===== config.mk =====
export PLATFORM = sky130hd
export DESIGN_NAME = dic_decoder
export DESIGN_NICKNAME = d
export VERILOG_FILES = /design/src/common/dic_pkg.sv /design/src/dic_sync.sv /design/src/dic_decoder.sv
export SDC_FILE = /design/constraint.sdc
export NUM_CORES = 1
export LEC_CHECK = 0
export ABC_CLOCK_PERIOD_IN_PS = 3000
export BUFFER_PORTS_ARGS = -buffer_cell sky130_fd_sc_hd__buf_2
export CAP_MARGIN = 5
export CELL_PAD_IN_SITES_DETAIL_PLACEMENT = 0
export CELL_PAD_IN_SITES_GLOBAL_PLACEMENT = 1
export CORE_MARGIN = 2
export CORE_UTILIZATION = 30
export CTS_BUF_LIST = sky130_fd_sc_hd__clkbuf_8
export CTS_CLUSTER_DIAMETER = 200
export DETAILED_ROUTE_END_ITERATION = 16
export PLACE_DENSITY_LB_ADDON = 0.1
export SYNTH_ARGS = -nofsm -noshare
export SYNTH_HDL_FRONTEND = slang
export SYNTH_SLANG_ARGS = --single-unit

===== constraint.sdc =====
create_clock -name ref_clk -period 3 [get_ports ref_clk]
set_clock_uncertainty 0.1 [all_clocks]
set_input_delay 0.3 -clock ref_clk [delete_from_list [all_inputs] [get_ports ref_clk]]
set_output_delay 0.3 -clock ref_clk [all_outputs]
set_load 0.005 [all_outputs]

===== src/common/dic_pkg.sv =====
/*
  Constants, states and carrier types for the drive input command decoder.
  Assumes one 200 MHz clock and terminal assignment codes held static by the configuring party.
*/
package dic_pkg;

  localparam int unsigned NUM_TERM   = 7;
  localparam int unsigned CODE_W     = 11;
  localparam int unsigned SYNC_DEPTH = 3;

  // Assignment codes, normal logic
  localparam logic [CODE_W-1:0] CODE_PRESET_BIT0 = 11'h000;
  localparam logic [CODE_W-1:0] CODE_PRESET_BIT1 = 11'h001;
  localparam logic [CODE_W-1:0] CODE_PRESET_BIT2 = 11'h002;
  localparam logic [CODE_W-1:0] CODE_HOLD        = 11'h006;
  localparam logic [CODE_W-1:0] CODE_COAST       = 11'h007;
  localparam logic [CODE_W-1:0] CODE_ALARM_RESET = 11'h008;
  localparam logic [CODE_W-1:0] CODE_TRIP        = 11'h009;
  localparam logic [CODE_W-1:0] CODE_FREQ_SRC    = 11'h00B;
  localparam logic [CODE_W-1:0] CODE_DC_BRAKE    = 11'h00D;
  localparam logic [CODE_W-1:0] CODE_LINE_FIFTY  = 11'h00F;
  localparam logic [CODE_W-1:0] CODE_LINE_SIXTY  = 11'h010;
  localparam logic [CODE_W-1:0] CODE_RUN_FWD     = 11'h062;
  localparam logic [CODE_W-1:0] CODE_RUN_BWD     = 11'h063;
  // Added to a code to make the command active while the terminal is off
  localparam logic [CODE_W-1:0] CODE_INVERT_OFS  = 11'h3E8;

  localparam logic [2:0] PRESET_NONE = 3'h0;

  typedef enum logic [1:0] {
    DIC_LINE_IDLE  = 2'b00,
    DIC_LINE_RUN   = 2'b01,
    DIC_LINE_BLOCK = 2'b10
  } dic_line_e;

  typedef logic [NUM_TERM-1:0][CODE_W-1:0] dic_codes_t;

  typedef struct packed {
    logic [2:0] preset_index;
    logic       freq_source_two;
    logic       run_forward;
    logic       run_backward;
    logic       drive_enable;
    logic       alarm_relay_out;
    logic       alarm_display;
    logic       alarm_hold;
    logic       dc_brake_request;
    logic       line_switch_fifty;
    logic       line_switch_sixty;
    logic       ordinary_start;
  } dic_cmd_s;

  localparam dic_cmd_s CMD_RESET = '0;

endpackage : dic_pkg


===== src/dic_sync.sv =====
/*
  Three-stage terminal synchroniser; a level is taken once stages two and three agree.
  Assumes asynchronous, possibly bouncing terminal levels.
*/
module dic_sync #(
  parameter int unsigned WIDTH = 7
) (
  input  wire logic             ref_clk,
  input  wire logic             rstn,
  input  wire logic [WIDTH-1:0] level_in,
  output logic      [WIDTH-1:0] level_out
);

  logic [WIDTH-1:0] s1_ff;
  logic [WIDTH-1:0] s2_ff;
  logic [WIDTH-1:0] s3_ff;
  logic [WIDTH-1:0] out_ff;
  logic [WIDTH-1:0] nxt_out;

  genvar gi;
  generate
    for (gi = 0; gi < WIDTH; gi++)
    begin : g_bit
      always_comb
      begin
        nxt_out[gi] = (s2_ff[gi] == s3_ff[gi]) ? s3_ff[gi] : out_ff[gi];
      end
    end
  endgenerate

  always_ff @(posedge ref_clk or negedge rstn)
  begin
    if (!rstn)
    begin
      s1_ff  <= '0;
      s2_ff  <= '0;
      s3_ff  <= '0;
      out_ff <= '0;
    end
    else
    begin
      s1_ff  <= level_in;
      s2_ff  <= s1_ff;
      s3_ff  <= s2_ff;
      out_ff <= nxt_out;
    end
  end

  assign level_out = out_ff;

endmodule : dic_sync


===== src/dic_decoder.sv =====
/*
  Drive input command decoder: turns programmable terminal levels into run, preset,
  alarm, brake and line switch-over commands.
  Assumes static assignment codes and an outside controller driving the terminals.
*/
module dic_decoder (
  input  wire logic                        ref_clk,
  input  wire logic                        rstn,
  input  wire logic [dic_pkg::NUM_TERM-1:0] term_level,
  input  wire dic_pkg::dic_codes_t          term_code,
  output dic_pkg::dic_cmd_s                 cmd_out
);

  ////////////////////////////////////////////////////////////////////////////////
  // Decode helpers
  function automatic logic cmd_on(input logic [dic_pkg::NUM_TERM-1:0] lvl,
                                  input dic_pkg::dic_codes_t codes,
                                  input logic [dic_pkg::CODE_W-1:0] code);
    logic hit;
    hit = 1'b0;
    for (int i = 0; i < dic_pkg::NUM_TERM; i++)
      hit = hit | (codes[i] == code && lvl[i]) | (codes[i] == code + dic_pkg::CODE_INVERT_OFS && !lvl[i]);
    return hit;
  endfunction : cmd_on

  function automatic logic cmd_assigned(input dic_pkg::dic_codes_t codes,
                                        input logic [dic_pkg::CODE_W-1:0] code);
    logic hit;
    hit = 1'b0;
    for (int i = 0; i < dic_pkg::NUM_TERM; i++)
      hit = hit | (codes[i] == code) | (codes[i] == code + dic_pkg::CODE_INVERT_OFS);
    return hit;
  endfunction : cmd_assigned

  ////////////////////////////////////////////////////////////////////////////////
  // Synchronised terminals
  logic [dic_pkg::NUM_TERM-1:0] lvl;
  dic_sync #(
    .WIDTH (dic_pkg::NUM_TERM)
  ) u_sync (
    .ref_clk   (ref_clk),
    .rstn      (rstn),
    .level_in  (term_level),
    .level_out (lvl)
  );

  logic                         fwd_on, bwd_on, hold_on, hold_used, coast_on, rst_on;
  logic                         trip_ok, trip_used, dcb_on, line_switch_fifty_on, line_switch_sixty_on, trip_now;
  logic [dic_pkg::SYNC_DEPTH:0] warm_ff, nxt_warm;

  always_comb
  begin
    fwd_on    = cmd_on(lvl, term_code, dic_pkg::CODE_RUN_FWD);
    bwd_on    = cmd_on(lvl, term_code, dic_pkg::CODE_RUN_BWD);
    hold_on   = cmd_on(lvl, term_code, dic_pkg::CODE_HOLD);
    hold_used = cmd_assigned(term_code, dic_pkg::CODE_HOLD);
    coast_on  = cmd_on(lvl, term_code, dic_pkg::CODE_COAST);
    rst_on    = cmd_on(lvl, term_code, dic_pkg::CODE_ALARM_RESET);
    trip_ok   = cmd_on(lvl, term_code, dic_pkg::CODE_TRIP);
    trip_used = cmd_assigned(term_code, dic_pkg::CODE_TRIP);
    dcb_on    = cmd_on(lvl, term_code, dic_pkg::CODE_DC_BRAKE);
    line_switch_fifty_on   = cmd_on(lvl, term_code, dic_pkg::CODE_LINE_FIFTY);
    line_switch_sixty_on   = cmd_on(lvl, term_code, dic_pkg::CODE_LINE_SIXTY);
    // Fail-safe: an unpowered trip terminal means trip
    // Synchroniser reads zero until primed, which would fake a trip after reset
    trip_now  = trip_used && !trip_ok && warm_ff[dic_pkg::SYNC_DEPTH];
  end

  ////////////////////////////////////////////////////////////////////////////////
  // Edge history, three-wire latch, alarms
  logic       fwd_d_ff, bwd_d_ff, rst_d_ff, relay_ff, hold_alm_ff;
  logic [1:0] latch_ff, nxt_latch;
  logic       nxt_relay, nxt_hold_alm, rst_rise, rst_fall, run_f, run_b;

  always_comb
  begin
    rst_rise  = rst_on && !rst_d_ff;
    rst_fall  = !rst_on && rst_d_ff;
    nxt_warm  = {warm_ff[dic_pkg::SYNC_DEPTH-1:0], 1'b1};
    nxt_latch = latch_ff;
    if (!hold_on)
      nxt_latch = 2'h0;
    else if (latch_ff == 2'h0 && fwd_on && !fwd_d_ff)
      nxt_latch = 2'h1;
    else if (latch_ff == 2'h0 && bwd_on && !bwd_d_ff)
      nxt_latch = 2'h2;
    if (hold_used)
    begin
      run_f = latch_ff[0];
      run_b = latch_ff[1];
    end
    else
    begin
      // Both levels on is ambiguous, so the drive stops
      run_f = fwd_on && !bwd_on;
      run_b = bwd_on && !fwd_on;
    end
    // A trip in the same cycle as a reset edge wins
    nxt_relay    = trip_now ? 1'b1 : (rst_rise ? 1'b0 : relay_ff);
    nxt_hold_alm = trip_now ? 1'b1 : (rst_fall ? 1'b0 : hold_alm_ff);
  end

  always_ff @(posedge ref_clk or negedge rstn)
  begin
    if (!rstn)
    begin
      fwd_d_ff    <= 1'b0;
      bwd_d_ff    <= 1'b0;
      rst_d_ff    <= 1'b0;
      latch_ff    <= 2'h0;
      relay_ff    <= 1'b0;
      hold_alm_ff <= 1'b0;
      warm_ff     <= '0;
    end
    else
    begin
      fwd_d_ff    <= fwd_on;
      bwd_d_ff    <= bwd_on;
      rst_d_ff    <= rst_on;
      latch_ff    <= nxt_latch;
      relay_ff    <= nxt_relay;
      hold_alm_ff <= nxt_hold_alm;
      warm_ff     <= nxt_warm;
    end
  end

  ////////////////////////////////////////////////////////////////////////////////
  // Line switch-over
  dic_pkg::dic_line_e line_ff, nxt_line;
  logic               sixty_ff, nxt_sixty, run_any, run_d_ff, sw_on, blocked;

  always_comb
  begin
    run_any   = run_f || run_b;
    sw_on     = line_switch_fifty_on || line_switch_sixty_on;
    blocked   = hold_alm_ff || coast_on || trip_now;
    nxt_line  = line_ff;
    nxt_sixty = sixty_ff;
    unique case (line_ff)
      dic_pkg::DIC_LINE_IDLE:
      begin
        if (sw_on && run_any && !run_d_ff)
        begin
          nxt_line  = blocked ? dic_pkg::DIC_LINE_BLOCK : dic_pkg::DIC_LINE_RUN;
          nxt_sixty = line_switch_sixty_on;
        end
      end
      dic_pkg::DIC_LINE_RUN:
      begin
        if (!run_any)
          nxt_line = dic_pkg::DIC_LINE_IDLE;
        else if (blocked)
          nxt_line = dic_pkg::DIC_LINE_BLOCK;
      end
      dic_pkg::DIC_LINE_BLOCK:
      begin
        if (!run_any)
          nxt_line = dic_pkg::DIC_LINE_IDLE;
      end
      default:
        nxt_line = dic_pkg::DIC_LINE_IDLE;
    endcase
  end

  always_ff @(posedge ref_clk or negedge rstn)
  begin
    if (!rstn)
    begin
      line_ff  <= dic_pkg::DIC_LINE_IDLE;
      sixty_ff <= 1'b0;
      run_d_ff <= 1'b0;
    end
    else
    begin
      line_ff  <= nxt_line;
      sixty_ff <= nxt_sixty;
      run_d_ff <= run_any;
    end
  end

  ////////////////////////////////////////////////////////////////////////////////
  // Output register
  dic_pkg::dic_cmd_s out_ff;
  dic_pkg::dic_cmd_s nxt_out;
  logic              in_line;

  always_comb
  begin
    in_line                   = (line_ff == dic_pkg::DIC_LINE_RUN);
    nxt_out                   = dic_pkg::CMD_RESET;
    nxt_out.preset_index[0]   = cmd_on(lvl, term_code, dic_pkg::CODE_PRESET_BIT0);
    nxt_out.preset_index[1]   = cmd_on(lvl, term_code, dic_pkg::CODE_PRESET_BIT1);
    nxt_out.preset_index[2]   = cmd_on(lvl, term_code, dic_pkg::CODE_PRESET_BIT2);
    nxt_out.freq_source_two   = cmd_on(lvl, term_code, dic_pkg::CODE_FREQ_SRC);
    nxt_out.run_forward       = run_f;
    nxt_out.run_backward      = run_b;
    nxt_out.drive_enable      = run_any && !blocked;
    nxt_out.alarm_relay_out   = nxt_relay;
    nxt_out.alarm_display     = nxt_hold_alm;
    nxt_out.alarm_hold        = nxt_hold_alm;
    nxt_out.dc_brake_request  = dcb_on;
    nxt_out.line_switch_fifty = in_line && !sixty_ff && !blocked;
    nxt_out.line_switch_sixty = in_line && sixty_ff && !blocked;
    nxt_out.ordinary_start    = run_any && !blocked && !in_line;
  end

  always_ff @(posedge ref_clk or negedge rstn)
  begin
    if (!rstn)
      out_ff <= dic_pkg::CMD_RESET;
    else
      out_ff <= nxt_out;
  end

  assign cmd_out = out_ff;
endmodule : dic_decoder


==> results.json <==
{
  "routedWlPerCell_microns": 22.7,
  "fp.dieW_microns": 127,
  "power.internal_uw": 1190,
  "routed_wl_mm": 20.1,
  "rsz0062_at_grt": "no",
  "critPathMaxFanout": 3,
  "n_antenna_cell": 0,
  "core_area_sq_um": 15000,
  "path_cells": "buf_2 > nor4b_1 > or4b_2 > o2111ai_1 > nor4_1 > a2111oi_2 > buf_4 > nor4_2 > and2_1 > and4bb_2",
  "slowest_stage": "or4b_2",
  "synthArstFlopShare_pct": 100,
  "synth_edf_count": 0,
  "cp.required_ps": 3180,
  "hp-class": "flop to flop",
  "cap_violations": 0,
  "crit_path_end_kind": "flop",
  "p_per_area_nw_per_um2": 294,
  "antenna_found_initial": 0,
  "cts_tree": "yes",
  "drc_errors": 0,
  "timing.fmax_mhz": 346,
  "timing.rr.start": "u_sync.level_out[6]",
  "hold-path-cell-count": 0,
  "die_h_microns": 127,
  "r2r_end": "line_ff[1]",
  "dr.first_iter.drc_count": 466,
  "r2r_cells": 10,
  "synth_cell_types": 71,
  "p_clk_share_pct": 33.0,
  "start_kind": "primary input",
  "vdd_drop_max_uv": 194,
  "via_count": 5352,
  "overflow": 0,
  "setup_viol": 0,
  "num_io_pins": 100,
  "grt_pass1_vias": 5223,
  "timing.final.crit_share_pct": 96.2,
  "switching_share_pct": 30.9,
  "hold_end": "u_sync.s2_ff[2]",
  "yosysWarnings": 0,
  "post_cts_buffers": 0,
  "drt_first_pass_iters": 5,
  "place.gp.congestion": 0.973,
  "crit_type": "primary input to flop",
  "final_common_cell": "buf_2",
  "outcome": "completed",
  "initial_core_util_pct": 30.4,
  "die-area_sq_um": 16200,
  "postRouteAntennaNets": 0,
  "seq_area_frac_synth_pct": 29.6,
  "mostFrequentLayoutCells": "buf_2, buf_4, dfrtp_1",
  "clkTransAtPathRegs_ps": 100,
  "grt_max_degree": 27,
  "dpl_cell_area_sq_um": 5660,
  "power_frac_seq_pct": 45.3,
  "critical_path_arrival_ps": 3070,
  "numPortBuffers": 99,
  "crit_path_max_incr_delay_ps": 710,
  "syn_avg_cell_area_sq_um": 8.31,
  "final_nets": 782,
  "synthCells": 550,
  "ys_ff_latch": 54,
  "area.growth.synth_to_final_pct": 28.5,
  "max_slew_margin_pct": 37.5,
  "rows": 45,
  "drive_gt1_share_pct": 28.3,
  "power_frac_comb_pct": 21.8,
  "min_from": "u_sync.s1_ff[2]",
  "fin_util_pct": 39.1,
  "via_per_inst": 6.05,
  "final_area_sq_um": 5870,
  "holdWs_ps": 258,
  "syn_area_sq_um": 4570,
  "period_minus_slack_ps": 2890,
  "clk_root_buffer_cell": "clkbuf_8",
  "cts_buffer_depth": 2,
  "p_switching_uw": 534,
  "grt_use_total_pct": 24.9,
  "dp_hpwl_mm": 16.7,
  "clkSinkCount": 54,
  "htreeDepth": 2,
  "synthFlopType": "dfrtp_1",
  "tightest_slew_ps": 924,
  "synth_fp_nets": 636,
  "totalPowerFinal_uw": 1730,
  "rrSetupSlack_ps": 130,
  "numCtsBuffers": 5,
  "path_buf_inv": 2,
  "cpLargestDelayFamily": "simple AND/OR/NAND/NOR gates",
  "finalMaxSlewViolations": 0,
  "hold_viol": 0,
  "p_leak_uw": 0.00243,
  "clock_latency_ps": 360,
  "grt_pass1_wl_mm": 30.8
}
[logic make-up (layout without fill, tap and decap cells)]
logic type	after synthesis	after routing	synth area share [%]
muxes	9	9	2.14
and+or+nand+nor	343	343	47.6
AOI/OAI and AO/OA	88	88	14.9
other	1	1	0.0820
adders and majority gates	7	7	1.53
buffers and inverters	48	195	4.19
DFF	54	54	29.6
[metal layers]
metal	vias to the layer above	GRT usage, %	routed length (microns)
met5	-	0	0
met4	0	6.33	447
met3	34	3.60	1180
met2	205	42.0	9520
met1	2639	33.4	8970
li1	2474	-	-
[worst register-to-register path, stage by stage, from the launching register on]
cell       delay, ps
dfrtp_1          470
nor4b_1          180
buf_4            150
and3_1           250
a221oi_1         330
o2111ai_1        250
a2111oi_2        380
buf_4            190
nor4_2            50
and2_1           180
and4bb_2         280
[sequential cells by signal, summed over array words and instances, names as in the netlist]
signal / cells
bwd_d_ff: 1
cmd_out: 13
fwd_d_ff: 1
latch_ff: 2
line_ff: 2
rst_d_ff: 1
run_d_ff: 1
sixty_ff: 1
u_sync.level_out: 7
u_sync.s1_ff: 7
u_sync.s2_ff: 7
u_sync.s3_ff: 7
warm_ff: 4
[synthesized netlist by cell type (7+ instances only)]
library cell  instances  area share, %
nor3_1               31            3.4
nand3_1              22            2.4
nor2b_1              20            2.7
a21oi_1               8           0.88
maj3_1                7            1.5
nor4b_1              22            4.2
a31oi_1               7           0.96
nand4_1              37            5.1
and2_1                7           0.96
nor2_1               31            2.5
dfrtp_1              54             30
nand2_1              39            3.2
and3_1               11            1.5
o21ai_0              12            1.3
nand3b_1             15            2.5
nand2b_1             10            1.4
nor4_1               23            3.1
inv_1                14            1.1
nand4b_1             13            2.5
nor4bb_1             14            3.1
or4_1                11            1.8
clkbuf_1             31            2.5
[what timing repair did]
item                                    CTS  global route
resized for setup                         0             2
endpoints found under the setup margin    0             4
hold endpoints to repair                 31             0
hold buffers                              8             0
[power by group through the flow]
stage               combinational [uW]  sequential (uW)  clock (uW)
floorplan                          174              788           0
global placement                   359              797           0
detailed placement                 362              798           0
CTS                                372              784         595
global route                       412              789         621
finish                             377              783         570
[per-stage QoR]
stage               cells  setup TNS [ps]  setup WS (ps)
finish                885               0            113
global route          885               0           46.5
CTS                   885               0           82.5
detailed placement    869            -422           -141
global placement      869            -840           -222
floorplan             550               0            297
[how the worst max path moves through the flow]
| stage | startpoint | end | slack, ps | cells past startpoint |
|---|---|---|---|---|
| finish | term_code[34] | line_ff[1] | 110 | 10 |
| global route | u_sync.level_out[6] | sixty_ff | 50 | 9 |
| CTS | u_sync.level_out[2] | line_ff[1] | 80 | 9 |
| detailed placement | term_code[34] | line_ff[1] | -140 | 10 |
| global placement | term_code[34] | line_ff[1] | -220 | 10 |
| floorplan | term_code[70] | sixty_ff | 300 | 8 |
[cell type report]
type                    count  area [sq um]
well taps                 188           235
clock inverters             2          38.8
repair buffers            173          1070
multi-input cells         448          3040
clock buffers               6          82.6
fillers                  1592          9160
flip-flops and latches     54          1350
inverters                  14          52.6
Power figures use the tool's default switching activity.
